[src/include/sab_pkg.sv]
// Package for the serial address match and baud select block.
// Assumes one oscillator clock; all rates are enables on that clock.
package sab_pkg;
  localparam logic [7:0] SAB_ADDR_RST = 8'h00;
  localparam logic [7:0] SAB_MASK_RST = 8'h00;
  localparam int SAB_MODE0_DIV = 12;
  localparam int SAB_MODE2_DIV = 64;
  localparam int SAB_T1_DIV = 32;
  localparam int SAB_T2_DIV = 16;
  localparam int SAB_STATE_OSC = 2;
  localparam logic [8:0] SAB_T1_RELOAD_SPAN = 9'h100;
  localparam logic [1:0] SAB_MODE_SYNC = 2'h0;
  localparam logic [1:0] SAB_MODE_ASYNC8 = 2'h1;
  localparam logic [1:0] SAB_MODE_FIXED9 = 2'h2;
  localparam logic [1:0] SAB_MODE_VAR9 = 2'h3;
  typedef enum logic [1:0]
  {
    SAB_BUF_EMPTY = 2'b01,
    SAB_BUF_FULL = 2'b10
  } sab_buf_type;
endpackage

[src/core/sab_core.sv]
// Address recognition and baud-rate tick generation for the serial port.
// Assumes synchronous inputs; timer 1 overflow arrives as a one-cycle pulse.
// Behaviour
// (RULE_01) Broadcast address is address OR mask; zero bits are don't-care.
// (RULE_02) Reset clears address and mask, so every address frame matches.
// (RULE_03) Mode 0 shifts at oscillator divided by twelve, fixed.
// (RULE_04) Mode 2 runs at oscillator over 64, or over 32 when doubled.
// (RULE_05) Modes 1 and 3 default to timer 1 overflow over 32, doubled optionally.
// (RULE_06) Timer 1 auto-reload rate follows 256 minus reload value times 12.
// (RULE_07) Receive and transmit clock selects each pick timer 2 or timer 1.
// (RULE_08) Timer 2 clocking gives overflow rate over 16, no doubling.
// (RULE_09) Timer 2 overflow reloads the 16-bit counter from reload bytes.
// (RULE_10) In baud generator mode timer 2 overflow flag is not set.
// (RULE_11) External pin falling edge sets external flag, no reload there.
// (RULE_12) Timer 2 as baud timer increments every two oscillator periods.
// (RULE_13) Software stops timer 2 before touching count or reload bytes.
// (RULE_14) Software leaves count bytes alone while timer 2 runs as baud timer.
// (RULE_15) Transmit and receive run concurrently; modes 1/3 may differ.
// (RULE_16) Very low rates use software 16-bit timer 1 reloads.
// (RULE_17) Software disables timer 1 interrupt and sets its mode first.
// (RULE_18) Given address is the address with mask zeros as don't-care.
// (RULE_19) Multiproc modes 2/3 drop ninth-bit-clear frames; flag on address match.
// (RULE_20) Mode 1 recognition needs address match and a valid stop bit.
// (RULE_21) A frame matches if it agrees with given or broadcast address.
`timescale 1ns/100ps
`default_nettype none
module sab_core
  import sab_pkg::*;
(
  input wire logic i_clk,
  input wire logic i_rstn,
  input wire logic i_ce,
  input wire logic [1:0] i_mode,
  input wire logic i_baud_double,
  input wire logic i_rx_clock_select,
  input wire logic i_tx_clock_select,
  input wire logic i_multiproc_enable,
  input wire logic i_addr_wr,
  input wire logic i_mask_wr,
  input wire logic [7:0] i_wdata,
  input wire logic i_timer1_overflow,
  input wire logic i_timer2_run,
  input wire logic i_timer2_counter_select,
  input wire logic i_timer2_count_tick,
  input wire logic i_timer2_external_pin,
  input wire logic i_timer2_external_enable,
  input wire logic i_timer2_flag_clr,
  input wire logic i_timer2_load_wr,
  input wire logic [15:0] i_timer2_load,
  input wire logic i_frame_valid,
  input wire logic [7:0] i_frame_data,
  input wire logic i_frame_bit9,
  output logic o_frame_ready,
  output logic o_rx_valid,
  output logic [7:0] o_rx_data,
  input wire logic i_rx_ready,
  output logic o_receive_flag_set,
  output logic o_timer2_external_flag,
  output logic o_timer2_overflow_flag,
  output logic o_timer2_irq,
  output logic [15:0] o_timer2_count,
  output logic o_tx_tick,
  output logic o_rx_tick,
  output logic o_shift_tick,
  output logic [7:0] o_slave_address,
  output logic [7:0] o_slave_address_mask
);
  logic rst_meta, rstn;
  always_ff @(posedge i_clk or negedge i_rstn)
  begin
    if (!i_rstn)
      {rstn, rst_meta} <= 2'b00;
    else
      {rstn, rst_meta} <= {rst_meta, 1'b1};
  end

  // Address registers and matching
  logic [7:0] slave_address, slave_address_mask, next_slave_address, next_slave_address_mask;
  logic [7:0] bcast, cand;
  logic given_hit, bcast_hit, accept;
  always_comb
  begin
    next_slave_address = slave_address;
    next_slave_address_mask = slave_address_mask;
    if (i_addr_wr)
      next_slave_address = i_wdata;
    if (i_mask_wr)
      next_slave_address_mask = i_wdata;
  end
  always_ff @(posedge i_clk or negedge rstn)
  begin
    if (!rstn)
      {slave_address, slave_address_mask} <= {SAB_ADDR_RST, SAB_MASK_RST}; // see RULE_02
    else if (i_ce)
      {slave_address, slave_address_mask} <= {next_slave_address, next_slave_address_mask};
  end
  assign o_slave_address = slave_address;
  assign o_slave_address_mask = slave_address_mask;

  always_comb
  begin
    cand = i_frame_data;
    bcast = slave_address | slave_address_mask; // see RULE_01
    given_hit = ((cand ^ slave_address) & slave_address_mask) == 8'h00; // see RULE_18
    bcast_hit = ((cand ^ bcast) & bcast) == 8'h00; // see RULE_01
    accept = 1'b1;
    if (i_multiproc_enable && (i_mode == SAB_MODE_FIXED9 || i_mode == SAB_MODE_VAR9))
      accept = i_frame_bit9 && (given_hit || bcast_hit); // see RULE_19 RULE_21
    else if (i_multiproc_enable && i_mode == SAB_MODE_ASYNC8)
      accept = i_frame_bit9 && (given_hit || bcast_hit); // see RULE_20
  end

  // Two-entry buffer toward the receive register
  logic [7:0] buf_data [2];
  logic [7:0] next_buf0, next_buf1;
  logic [1:0] cnt, next_cnt;
  logic push, pop;
  assign o_frame_ready = i_ce && (cnt != 2'h2);
  assign push = i_frame_valid && o_frame_ready && accept;
  assign pop = o_rx_valid && i_rx_ready;
  assign o_rx_valid = (cnt != 2'h0);
  assign o_rx_data = buf_data[0];
  assign o_receive_flag_set = push;
  always_comb
  begin
    next_buf0 = buf_data[0];
    next_buf1 = buf_data[1];
    next_cnt = cnt;
    if (pop)
    begin
      next_buf0 = buf_data[1];
      next_cnt = next_cnt - 2'h1;
    end
    if (push)
    begin
      if (next_cnt == 2'h0)
        next_buf0 = i_frame_data;
      else
        next_buf1 = i_frame_data;
      next_cnt = next_cnt + 2'h1;
    end
  end
  always_ff @(posedge i_clk or negedge rstn)
  begin
    if (!rstn)
      {buf_data[0], buf_data[1], cnt} <= {8'h00, 8'h00, 2'h0};
    else if (i_ce)
      {buf_data[0], buf_data[1], cnt} <= {next_buf0, next_buf1, next_cnt};
  end

  // Timer 2 baud generator
  logic baud_gen;
  logic [15:0] t2, next_t2;
  logic state_ph, next_state_ph;
  logic ext_q, next_ext_q, ext_flag, next_ext_flag, ovf_flag, next_ovf_flag;
  logic t2_inc, t2_ovf;
  logic [3:0] t2_div, next_t2_div;
  assign baud_gen = i_rx_clock_select || i_tx_clock_select;
  always_comb
  begin
    next_state_ph = ~state_ph;
    // Timer mode counts each state time; counter mode uses external ticks
    t2_inc = i_timer2_run && (i_timer2_counter_select ? i_timer2_count_tick : state_ph); // see RULE_12
    t2_ovf = t2_inc && (t2 == 16'hffff);
    next_t2 = t2;
    if (i_timer2_load_wr)
      next_t2 = i_timer2_load;
    else if (t2_ovf && baud_gen)
      next_t2 = i_timer2_load; // see RULE_09
    else if (t2_inc)
      next_t2 = t2 + 16'h0001;
    next_ext_q = i_timer2_external_pin;
    next_ext_flag = ext_flag;
    next_ovf_flag = ovf_flag;
    if (i_timer2_flag_clr)
    begin
      next_ext_flag = 1'b0;
      next_ovf_flag = 1'b0;
    end
    // Set beats a simultaneous clear
    if (ext_q && !i_timer2_external_pin)
      next_ext_flag = 1'b1; // see RULE_11
    if (t2_ovf && !baud_gen)
      next_ovf_flag = 1'b1; // see RULE_10
    next_t2_div = t2_div;
    if (t2_ovf)
      next_t2_div = t2_div + 4'h1;
  end
  always_ff @(posedge i_clk or negedge rstn)
  begin
    if (!rstn)
      {t2, state_ph, ext_q, ext_flag, ovf_flag, t2_div} <=
        {16'h0000, 1'b0, 1'b1, 1'b0, 1'b0, 4'h0};
    else if (i_ce)
      {t2, state_ph, ext_q, ext_flag, ovf_flag, t2_div} <=
        {next_t2, next_state_ph, next_ext_q, next_ext_flag, next_ovf_flag, next_t2_div};
  end
  assign o_timer2_count = t2;
  assign o_timer2_external_flag = ext_flag;
  assign o_timer2_overflow_flag = ovf_flag;
  assign o_timer2_irq = ovf_flag || (ext_flag && i_timer2_external_enable); // see RULE_11

  // Fixed dividers and timer 1 path
  logic [3:0] m0_cnt, next_m0_cnt;
  logic [5:0] m2_cnt, next_m2_cnt;
  logic [4:0] t1_cnt, next_t1_cnt;
  logic m0_tick, m2_tick, t1_tick, t2_tick;
  logic [5:0] m2_last;
  logic [4:0] t1_last;
  always_comb
  begin
    m0_tick = (m0_cnt == 4'(SAB_MODE0_DIV - 1)); // see RULE_03
    next_m0_cnt = m0_tick ? 4'h0 : m0_cnt + 4'h1;
    m2_last = i_baud_double ? 6'(SAB_MODE2_DIV / 2 - 1) : 6'(SAB_MODE2_DIV - 1);
    m2_tick = (m2_cnt >= m2_last); // see RULE_04
    next_m2_cnt = m2_tick ? 6'h00 : m2_cnt + 6'h01;
    // Timer 1 overflows, one per 12*(256-reload) cycles, divided by 32 or 16
    t1_last = i_baud_double ? 5'(SAB_T1_DIV / 2 - 1) : 5'(SAB_T1_DIV - 1);
    next_t1_cnt = t1_cnt;
    t1_tick = 1'b0;
    if (i_timer1_overflow)
    begin
      t1_tick = (t1_cnt >= t1_last); // see RULE_05 RULE_06
      next_t1_cnt = t1_tick ? 5'h00 : t1_cnt + 5'h01;
    end
    t2_tick = t2_ovf && (t2_div == 4'(SAB_T2_DIV - 1)); // see RULE_08
  end
  always_ff @(posedge i_clk or negedge rstn)
  begin
    if (!rstn)
      {m0_cnt, m2_cnt, t1_cnt} <= {4'h0, 6'h00, 5'h00};
    else if (i_ce)
      {m0_cnt, m2_cnt, t1_cnt} <= {next_m0_cnt, next_m2_cnt, next_t1_cnt};
  end

  logic next_tx_tick, next_rx_tick, next_shift_tick;
  always_comb
  begin
    next_shift_tick = (i_mode == SAB_MODE_SYNC) && m0_tick;
    case (i_mode)
      SAB_MODE_FIXED9:
      begin
        next_tx_tick = m2_tick; // see RULE_15
        next_rx_tick = m2_tick;
      end
      SAB_MODE_ASYNC8, SAB_MODE_VAR9:
      begin
        next_tx_tick = i_tx_clock_select ? t2_tick : t1_tick; // see RULE_07
        next_rx_tick = i_rx_clock_select ? t2_tick : t1_tick; // see RULE_07
      end
      default:
      begin
        next_tx_tick = 1'b0;
        next_rx_tick = 1'b0;
      end
    endcase
  end
  always_ff @(posedge i_clk or negedge rstn)
  begin
    if (!rstn)
      {o_tx_tick, o_rx_tick, o_shift_tick} <= 3'b000;
    else if (i_ce)
      {o_tx_tick, o_rx_tick, o_shift_tick} <= {next_tx_tick, next_rx_tick, next_shift_tick};
  end

  chk_reset_clear: assert property (@(posedge i_clk) $rose(rstn) |-> slave_address == 8'h00) // see RULE_02
    else $error("address not cleared by reset");
  chk_no_ovf_flag: assert property (@(posedge i_clk) disable iff (!rstn)
    i_ce && t2_ovf && baud_gen |=> !$rose(ovf_flag)) // see RULE_10
    else $error("overflow flag set in baud mode");
  chk_t2_reload: assert property (@(posedge i_clk) disable iff (!rstn)
    i_ce && t2_ovf && baud_gen && !i_timer2_load_wr |=> t2 == $past(i_timer2_load)) // see RULE_09
    else $error("timer 2 missed reload");
  chk_ext_edge: assert property (@(posedge i_clk) disable iff (!rstn)
    i_ce && ext_q && !i_timer2_external_pin |=> ext_flag) // see RULE_11
    else $error("external edge lost");
  chk_mode0_gap: assert property (@(posedge i_clk) disable iff (!rstn)
    i_ce && m0_tick |=> !m0_tick [*8]) // see RULE_03
    else $error("mode 0 tick too early");
  chk_state_step: assert property (@(posedge i_clk) disable iff (!rstn)
    i_ce && i_timer2_run && !i_timer2_counter_select && state_ph |=> !t2_inc) // see RULE_12
    else $error("timer 2 stepped twice in a state");
  chk_mp_drop: assert property (@(posedge i_clk) disable iff (!rstn)
    i_multiproc_enable && i_mode[1] && !i_frame_bit9 |-> !o_receive_flag_set) // see RULE_19
    else $error("data frame accepted in multiproc");
  chk_bcast_hit: assert property (@(posedge i_clk) disable iff (!rstn)
    i_frame_valid && o_frame_ready && i_frame_bit9 && i_frame_data == 8'hff |-> o_receive_flag_set) // see RULE_21
    else $error("broadcast address not matched");
  cov_reload: cover property (@(posedge i_clk) t2_ovf && baud_gen);
  cov_match: cover property (@(posedge i_clk) o_receive_flag_set && i_multiproc_enable);
  cov_full: cover property (@(posedge i_clk) cnt == 2'h2 && i_frame_valid);
endmodule
`default_nettype wire

[config.mk]
export PLATFORM = sky130hd
export DESIGN_NAME = sab_core
export DESIGN_NICKNAME = d
export VERILOG_FILES = /design/src/include/sab_pkg.sv /design/src/core/sab_core.sv
export SDC_FILE = /design/constraint.sdc
export NUM_CORES = 1
export LEC_CHECK = 0
export ABC_CLOCK_PERIOD_IN_PS = 7450
export BUFFER_PORTS_ARGS = -buffer_cell sky130_fd_sc_hd__buf_2
export CAP_MARGIN = 40
export CELL_PAD_IN_SITES_DETAIL_PLACEMENT = 0
export CELL_PAD_IN_SITES_GLOBAL_PLACEMENT = 2
export CORE_MARGIN = 2
export CORE_UTILIZATION = 36
export CTS_CLUSTER_SIZE = 10
export DETAILED_ROUTE_END_ITERATION = 8
export PLACE_DENSITY_LB_ADDON = 0.1
export SLEW_MARGIN = 20
export SYNTH_ARGS = -nofsm -noshare
export SYNTH_HDL_FRONTEND = slang
export SYNTH_SLANG_ARGS = --single-unit
[constraint.sdc]
create_clock -name i_clk -period 7.45 [get_ports i_clk]
set_clock_uncertainty 0.05 [all_clocks]
set_input_delay 2.235 -clock i_clk [delete_from_list [all_inputs] [get_ports i_clk]]
set_output_delay 2.235 -clock i_clk [all_outputs]
set_load 0.01 [all_outputs]
==> results of run 1 <==
-- per-stage QoR --
step                power [W]  utilization (%)
finish                0.00157             44.9
detailed placement    0.00114             42.3
global route          0.00170             44.9
CTS                   0.00160             44.9
global placement      0.00113             41.8
floorplan            0.000996                -
-- cell families after synthesis --
| group | after synthesis |
|---|---|
| AO/OA/AOI/OAI | 112 |
| other | 1 |
| XOR/XNOR | 16 |
| multiplexers | 33 |
| adder cells (fa/ha/maj) | 10 |
| buffers and inverters | 36 |
| AND/OR/NAND/NOR | 138 |
| flip-flops | 78 |
-- final cells by class --
class                           instances  area (um2)  share of cell area, %
Multi-Input combinational cell        310        2090                   40.6
Clock inverter                          5        58.8                   1.14
Inverter                               12        45.0                  0.874
Timing Repair Buffer                  107         576                   11.2
Clock buffer                           11         243                   4.71
Sequential cell                        78        1960                   38.0
Tap cell                              143         179                   3.47
-- sequential cells by signal, summed over array words and instances, names as in the netlist --
register,cells
o_timer2_external_flag,1
o_rx_tick,1
t2_div,4
state_ph,1
o_tx_tick,1
cnt,2
rst_meta,1
o_slave_address_mask,8
o_rx_data,8
o_timer2_overflow_flag,1
o_slave_address,8
o_timer2_count,16
rstn,1
m0_cnt,4
buf_data,8
o_shift_tick,1
ext_q,1
m2_cnt,6
t1_cnt,5
-- Yosys cell counts (4+ instances only) --
master | instances | area, um2
dfrtp_1 | 77 | 1930
nand2_1 | 40 | 150
mux2_2 | 30 | 338
o21ai_0 | 27 | 135
nand3_1 | 26 | 130
a21oi_1 | 24 | 120
nor2_1 | 20 | 75.1
nor2b_1 | 12 | 75.1
inv_1 | 11 | 41.3
xor2_1 | 11 | 96.3
ha_1 | 10 | 125
o22ai_1 | 9 | 56.3
a311o_1 | 8 | 80.1
buf_4 | 8 | 60.1
nand4_1 | 8 | 50.1
clkbuf_1 | 7 | 26.3
nor3_1 | 6 | 30.0
a31oi_1 | 5 | 31.3
and3_1 | 5 | 31.3
or3_1 | 5 | 31.3
xnor2_1 | 5 | 43.8
a22o_1 | 4 | 35.0
a22oi_1 | 4 | 30.0
buf_1 | 4 | 15.0
nand3b_1 | 4 | 30.0
o211ai_1 | 4 | 30.0
o21bai_1 | 4 | 30.0
-- per-layer routing --
metal	global-route usage (%)	part of all wire [%]	up-vias
met5	0	0	-
met4	5.37	0.39	0
met3	3.62	4.4	2
met2	25.7	43	84
met1	28.0	52	1675
li1	-	-	1736
-- cell usage in the layout (no fill, tap or decap), types with 8 or more instances in the layout --
master and count:
a21oi_1 24, a311o_1 8, buf_2 102, clkbuf_16 9, dfrtp_1 76, ha_1 10
inv_1 11, mux2_2 30, nand2_1 40, nand3_1 26, nand4_1 8, nor2_1 20
nor2b_1 12, o21ai_0 26, o22ai_1 9, xor2_1 11
-- worst max-delay path, stage by stage --
cell and delay, ps:
buf_2 130, xor2_1 160, a22oi_1 220, nand4_1 290, a31o_2 360, inv_1 50
buf_2 110
-- how the worst max path moves through the flow --
stage,from,end,depth (start not counted)
5_1_grt,i_frame_data[7],o_receive_flag_set,7
3_5_place_dp,i_frame_data[7],o_receive_flag_set,7
6_report,i_frame_data[7],o_receive_flag_set,7
4_1_cts,i_frame_data[7],o_receive_flag_set,7
2_1_floorplan,i_frame_data[3],o_receive_flag_set,5
3_3_place_gp,i_frame_data[7],o_receive_flag_set,7
-- where the power goes --
part	switching, W	internal, W
Combinational	0.000235	0.000232
Clock	0.000174	0.000269
Sequential	0.000119	0.000544
Total	0.000528	0.00104
==> results by group, run 1 <==
Outcome
  • Status: finished clean

Timing
  • Hold WS: 228 ps
  • Final Slew Violations: 0
  • Worst-margin pin slew: 835 ps
  • Worst setup margin: 1610 ps
  • Final setup fails: 0
  • Fin. Hold Viols: 0
  • Achievable frequency: 171 MHz
  • Unrepaired setup endpoints after global routing: no
  • Post-layout min period: 5840 ps
  • Setup TNS: 0 ps
  • Final Cycle Share: 78.4%
  • Rel. slew slack: 44.3%

Floorplan
  • Row count: 39
  • Chip height: 112 um
  • Die X: 112 um
  • Starting density of the core: 36.9%
  • Top Ports: 103
  • Core Footprint: 11500 um2
  • Die area: 12600 um2

Logic synthesis
  • Synth Area in Compound Gates: 18.0%
  • Post-synthesis adder-cell area fraction: 2.96%
  • Largest family of logic cells by synthesized area: compound AO/OA/AOI/OAI gates
  • Register area share after synthesis: 46.2%
  • Top_reg_cell synth: dfrtp_1
  • Number of flops mapped to enable cells by yosys: 0
  • Asr flop ratio synth: 100%
  • Yosys cell types: 58
  • Mapped cell area: 4230 um2
  • Syn. warnings: 0
  • Syn Inst Count: 424
  • Post-Syn Nets: 488
  • Xor and xnor area share after synthesis: 3.31%
  • Yosys reg bits: 78
  • Mux share of post-synthesis cell area: 8.70%
  • Syn_area_per_cell: 9.98 um2
  • Simple-gate share of the synthesized area: 16.4%

Placed design
  • Dpl cell area: 4850 um2
  • PortBufs: 102
  • Worst slack, placed: 1590 ps
  • Placer congestion estimate: 0.763
  • Placed Cells: 650
  • Detail Placement HPWL: 7.84 mm

Layout
  • Layout area overhead: 21.8%
  • Post-route cell area: 5150 um2
  • Layout cells sized above 1: 30.8%
  • Fill count: 1138
  • Final non-filler cell total: 666
  • Diodes inserted: 0
  • Nets: 582

Global routing
  • All-Layer GR Usage: 18.2%
  • Total grt overflow: 0
  • Pin count of the biggest net entering global routing: 57
  • First-pass GRT wire length: 18.2 mm
  • Number of antenna violations at the first check in global routing: 0
  • Vias in the first global route: 3504

Clock tree
  • Root buffer cell: clkbuf_16
  • Post-CTS Setup Bufs: 0
  • Number of buffers created by CTS: 9
  • # H-tree levels: 3
  • CTS tree: built
  • CTS Buffer Depth: 2
  • CTS resizes: 0
  • Clock transition at path regs: 60 ps
  • CTS Sinks: 78
  • Skew-Pair Late Insertion Delay: 330 ps
  • Hold-fix buffers, CTS: 0

Critical path
  • Startpoint types: input pin
  • Crit end category: output pin
  • Reg-to-reg slack, setup: 4460 ps
  • Critical path class: in2out
  • FF-to-FF End: o_rx_data[4]
  • Crit-path max FO: 5
  • Critical Path AT: 3560 ps
  • RR Startpoint: cnt[0]
  • Reg2reg path depth: 9
  • CP required: 5160 ps

Power
  • Static leakage: 2.33 nW
  • VDD IR-drop max: 0.000146 V
  • PD cells: 305 nW/um2

Route
  • Vias per Instance: 5.25
  • Vias: 3497
  • Starting DRC count in detailed routing: 151
  • Drt drc: 0
  • TritonRoute pass-1 iters: 4
  • DRT antenna net count: 0
  • Routed len/inst: 16.2 um
  • DRT Wirelength: 10.8 mm

Job
  • Total of max-cap violations: 0

Min path
  • Min-delay worst type: reg2async
Power figures use the tool's default switching activity.
==> run 2, diff against run 1 <==
--- a/config.mk
+++ b/config.mk
@@ -5,13 +5,13 @@
 export SDC_FILE = /design/constraint.sdc
 export NUM_CORES = 1
 export LEC_CHECK = 0
-export ABC_CLOCK_PERIOD_IN_PS = 7450
+export ABC_CLOCK_PERIOD_IN_PS = 6100
 export BUFFER_PORTS_ARGS = -buffer_cell sky130_fd_sc_hd__buf_2
 export CAP_MARGIN = 40
 export CELL_PAD_IN_SITES_DETAIL_PLACEMENT = 0
 export CELL_PAD_IN_SITES_GLOBAL_PLACEMENT = 2
 export CORE_MARGIN = 2
-export CORE_UTILIZATION = 36
+export CORE_UTILIZATION = 33
 export CTS_CLUSTER_SIZE = 10
 export DETAILED_ROUTE_END_ITERATION = 8
 export PLACE_DENSITY_LB_ADDON = 0.1
==> constraint.sdc (replaced) <==
create_clock -name i_clk -period 6.1 [get_ports i_clk]
set_clock_uncertainty 0.05 [all_clocks]
set_input_delay 1.83 -clock i_clk [delete_from_list [all_inputs] [get_ports i_clk]]
set_output_delay 1.83 -clock i_clk [all_outputs]
set_load 0.01 [all_outputs]
==> results by group, run 2 (synthesized netlist as in run 1, its figures left out) <==
Critical path
  • Crit end category: output pin (unchanged)
  • Crit-path max FO: 5 (unchanged)
  • Critical path class: in2out (unchanged)
  • CP required: 4220 ps (was 5160 ps)
  • Critical Path AT: 3170 ps (was 3560 ps)
  • Startpoint types: input pin (unchanged)

Global routing
  • Number of antenna violations at the first check in global routing: 0 (unchanged)
  • First-pass GRT wire length: 17.7 mm (was 18.2 mm)
  • Vias in the first global route: 3325 (was 3504)
  • All-Layer GR Usage: 16.8% (was 18.2%)
  • Total grt overflow: 0 (unchanged)
  • Pin count of the biggest net entering global routing: 57 (unchanged)

Layout
  • Commonest cells after routing, fill and taps aside: buf_2, dfrtp_1, nand2_1, mux2_2 (unchanged)
  • Layout cells sized above 1: 31.0% (was 30.8%)
  • Diodes inserted: 0 (unchanged)
  • Commonest non-fill, non-tap cell in the layout: buf_2 (unchanged)
  • Final non-filler cell total: 695 (was 666)
  • Nets: 582 (unchanged)
  • Largest register FFs: 16 (unchanged)
  • Fill count: 1280 (was 1138)
  • Post-route cell area: 5170 um2 (was 5150 um2)
  • Layout area overhead: 22.2% (was 21.8%)

Power
  • VDD IR-drop max: 0.000178 V (was 0.000146 V)
  • Static leakage: 2.33 nW (about the same)
  • Total Power: 0.00190 W (was 0.00157 W)
  • PD cells: 367 nW/um2 (was 305 nW/um2)

Clock tree
  • Skew-Pair Late Insertion Delay: 340 ps (was 330 ps)
  • CTS Sinks: 78 (unchanged)
  • # H-tree levels: 3 (unchanged)
  • Root buffer cell: clkbuf_16 (unchanged)
  • Clock transition at path regs: 70 ps (was 60 ps)
  • CTS resizes: 0 (unchanged)
  • CTS Buffer Depth: 2 (unchanged)
  • Hold-fix buffers, CTS: 0 (unchanged)
  • CTS tree: built (unchanged)
  • Number of buffers created by CTS: 9 (unchanged)
  • Post-CTS Setup Bufs: 0 (unchanged)

Placed design
  • Detail Placement HPWL: 7.99 mm (was 7.84 mm)
  • Dpl cell area: 4890 um2 (was 4850 um2)
  • PortBufs: 102 (unchanged)
  • Worst slack, placed: 1030 ps (was 1590 ps)
  • Placed Cells: 679 (was 650)
  • Placer congestion estimate: 0.718 (was 0.763)

Floorplan
  • Die area: 13700 um2 (was 12600 um2)
  • Core Footprint: 12600 um2 (was 11500 um2)
  • Row count: 41 (was 39)
  • Chip height: 117 um (was 112 um)
  • Top Ports: 103 (unchanged)
  • Starting density of the core: 33.7% (was 36.9%)
  • Die X: 117 um (was 112 um)

Route
  • Vias per Instance: 5.07 (was 5.25)
  • Routed len/inst: 15.9 um (was 16.2 um)
  • Drt drc: 0 (unchanged)
  • Vias: 3525 (was 3497)
  • DRT antenna net count: 0 (unchanged)
  • DRT Wirelength: 11.0 mm (was 10.8 mm)
  • Starting DRC count in detailed routing: 170 (was 151)
  • TritonRoute pass-1 iters: 5 (was 4)

Timing
  • Worst-margin pin slew: 798 ps (was 835 ps)
  • Final setup fails: 0 (unchanged)
  • Unrepaired setup endpoints after global routing: no (unchanged)
  • Setup TNS: 0 ps (unchanged)
  • Achievable frequency: 198 MHz
  • Fin. Hold Viols: 0 (unchanged)
  • Worst setup margin: 1050 ps (was 1610 ps)
  • Final Cycle Share: 82.7%
  • Rel. slew slack: 46.8% (was 44.3%)
  • Final Slew Violations: 0 (unchanged)
  • Post-layout min period: 5050 ps

Job
  • Total of max-cap violations: 0 (unchanged)

Min path
  • Min-delay worst type: reg2async (unchanged)

Outcome
  • Status: finished clean (unchanged)
run 2: layout make-up:
type                            instances  area, um2  share of cell area [%]
Multi-Input combinational cell        310       2090                    40.5
Tap cell                              172        215                    4.16
Inverter                               12       45.0                   0.871
Timing Repair Buffer                  107        576                    11.1
Clock inverter                          6       45.0                   0.871
Clock buffer                           10        239                    4.62
Sequential cell                        78       1960                    37.9
run 2: worst max-delay path: stages:
cell and delay [ps]:
buf_2 130, xor2_1 160, a22oi_1 210, nand4_1 280, a31o_2 370, inv_1 70, buf_2 120
run 2: power breakdown:
| group | switching [W] | total, W | internal, W |
|---|---|---|---|
| combinational | 0.000291 | 0.000574 | 0.000283 |
| sequential | 0.000141 | 0.000805 | 0.000664 |
| clock | 0.000227 | 0.000516 | 0.000289 |
run 2: worst paths after layout:
path,start,depth (start not counted),slack [ps],end
worst max-delay path,i_frame_data[7],7,1050,o_receive_flag_set
worst min-delay path,rstn,0,210,o_slave_address_mask[0]
worst max register to register,cnt[1],9,3160,o_rx_data[5]
worst min register to register,rstn,0,210,o_slave_address_mask[0]
max in group asynchronous,i_rstn,1,4680,rstn
min in group i_clk,rst_meta,0,300,rstn
run 2: through the flow:
step / hold slack (ps) / util, %
after CTS: 218 / 41.1
after global routing: 241 / 41.1
after global placement: 287 / 38.5
final: 205 / 41.1
after floorplan: 281 / -
after detailed placement: 211 / 38.9
run 2: metal layers:
metal  track usage, %  wire length (um)  vias to the layer above
li1                 -                 -                     1745
met1             24.6              5580                     1691
met2             24.3              4740                       79
met3             4.27               574                       10
met4             5.65               133                        0
met5                0                 0                        -
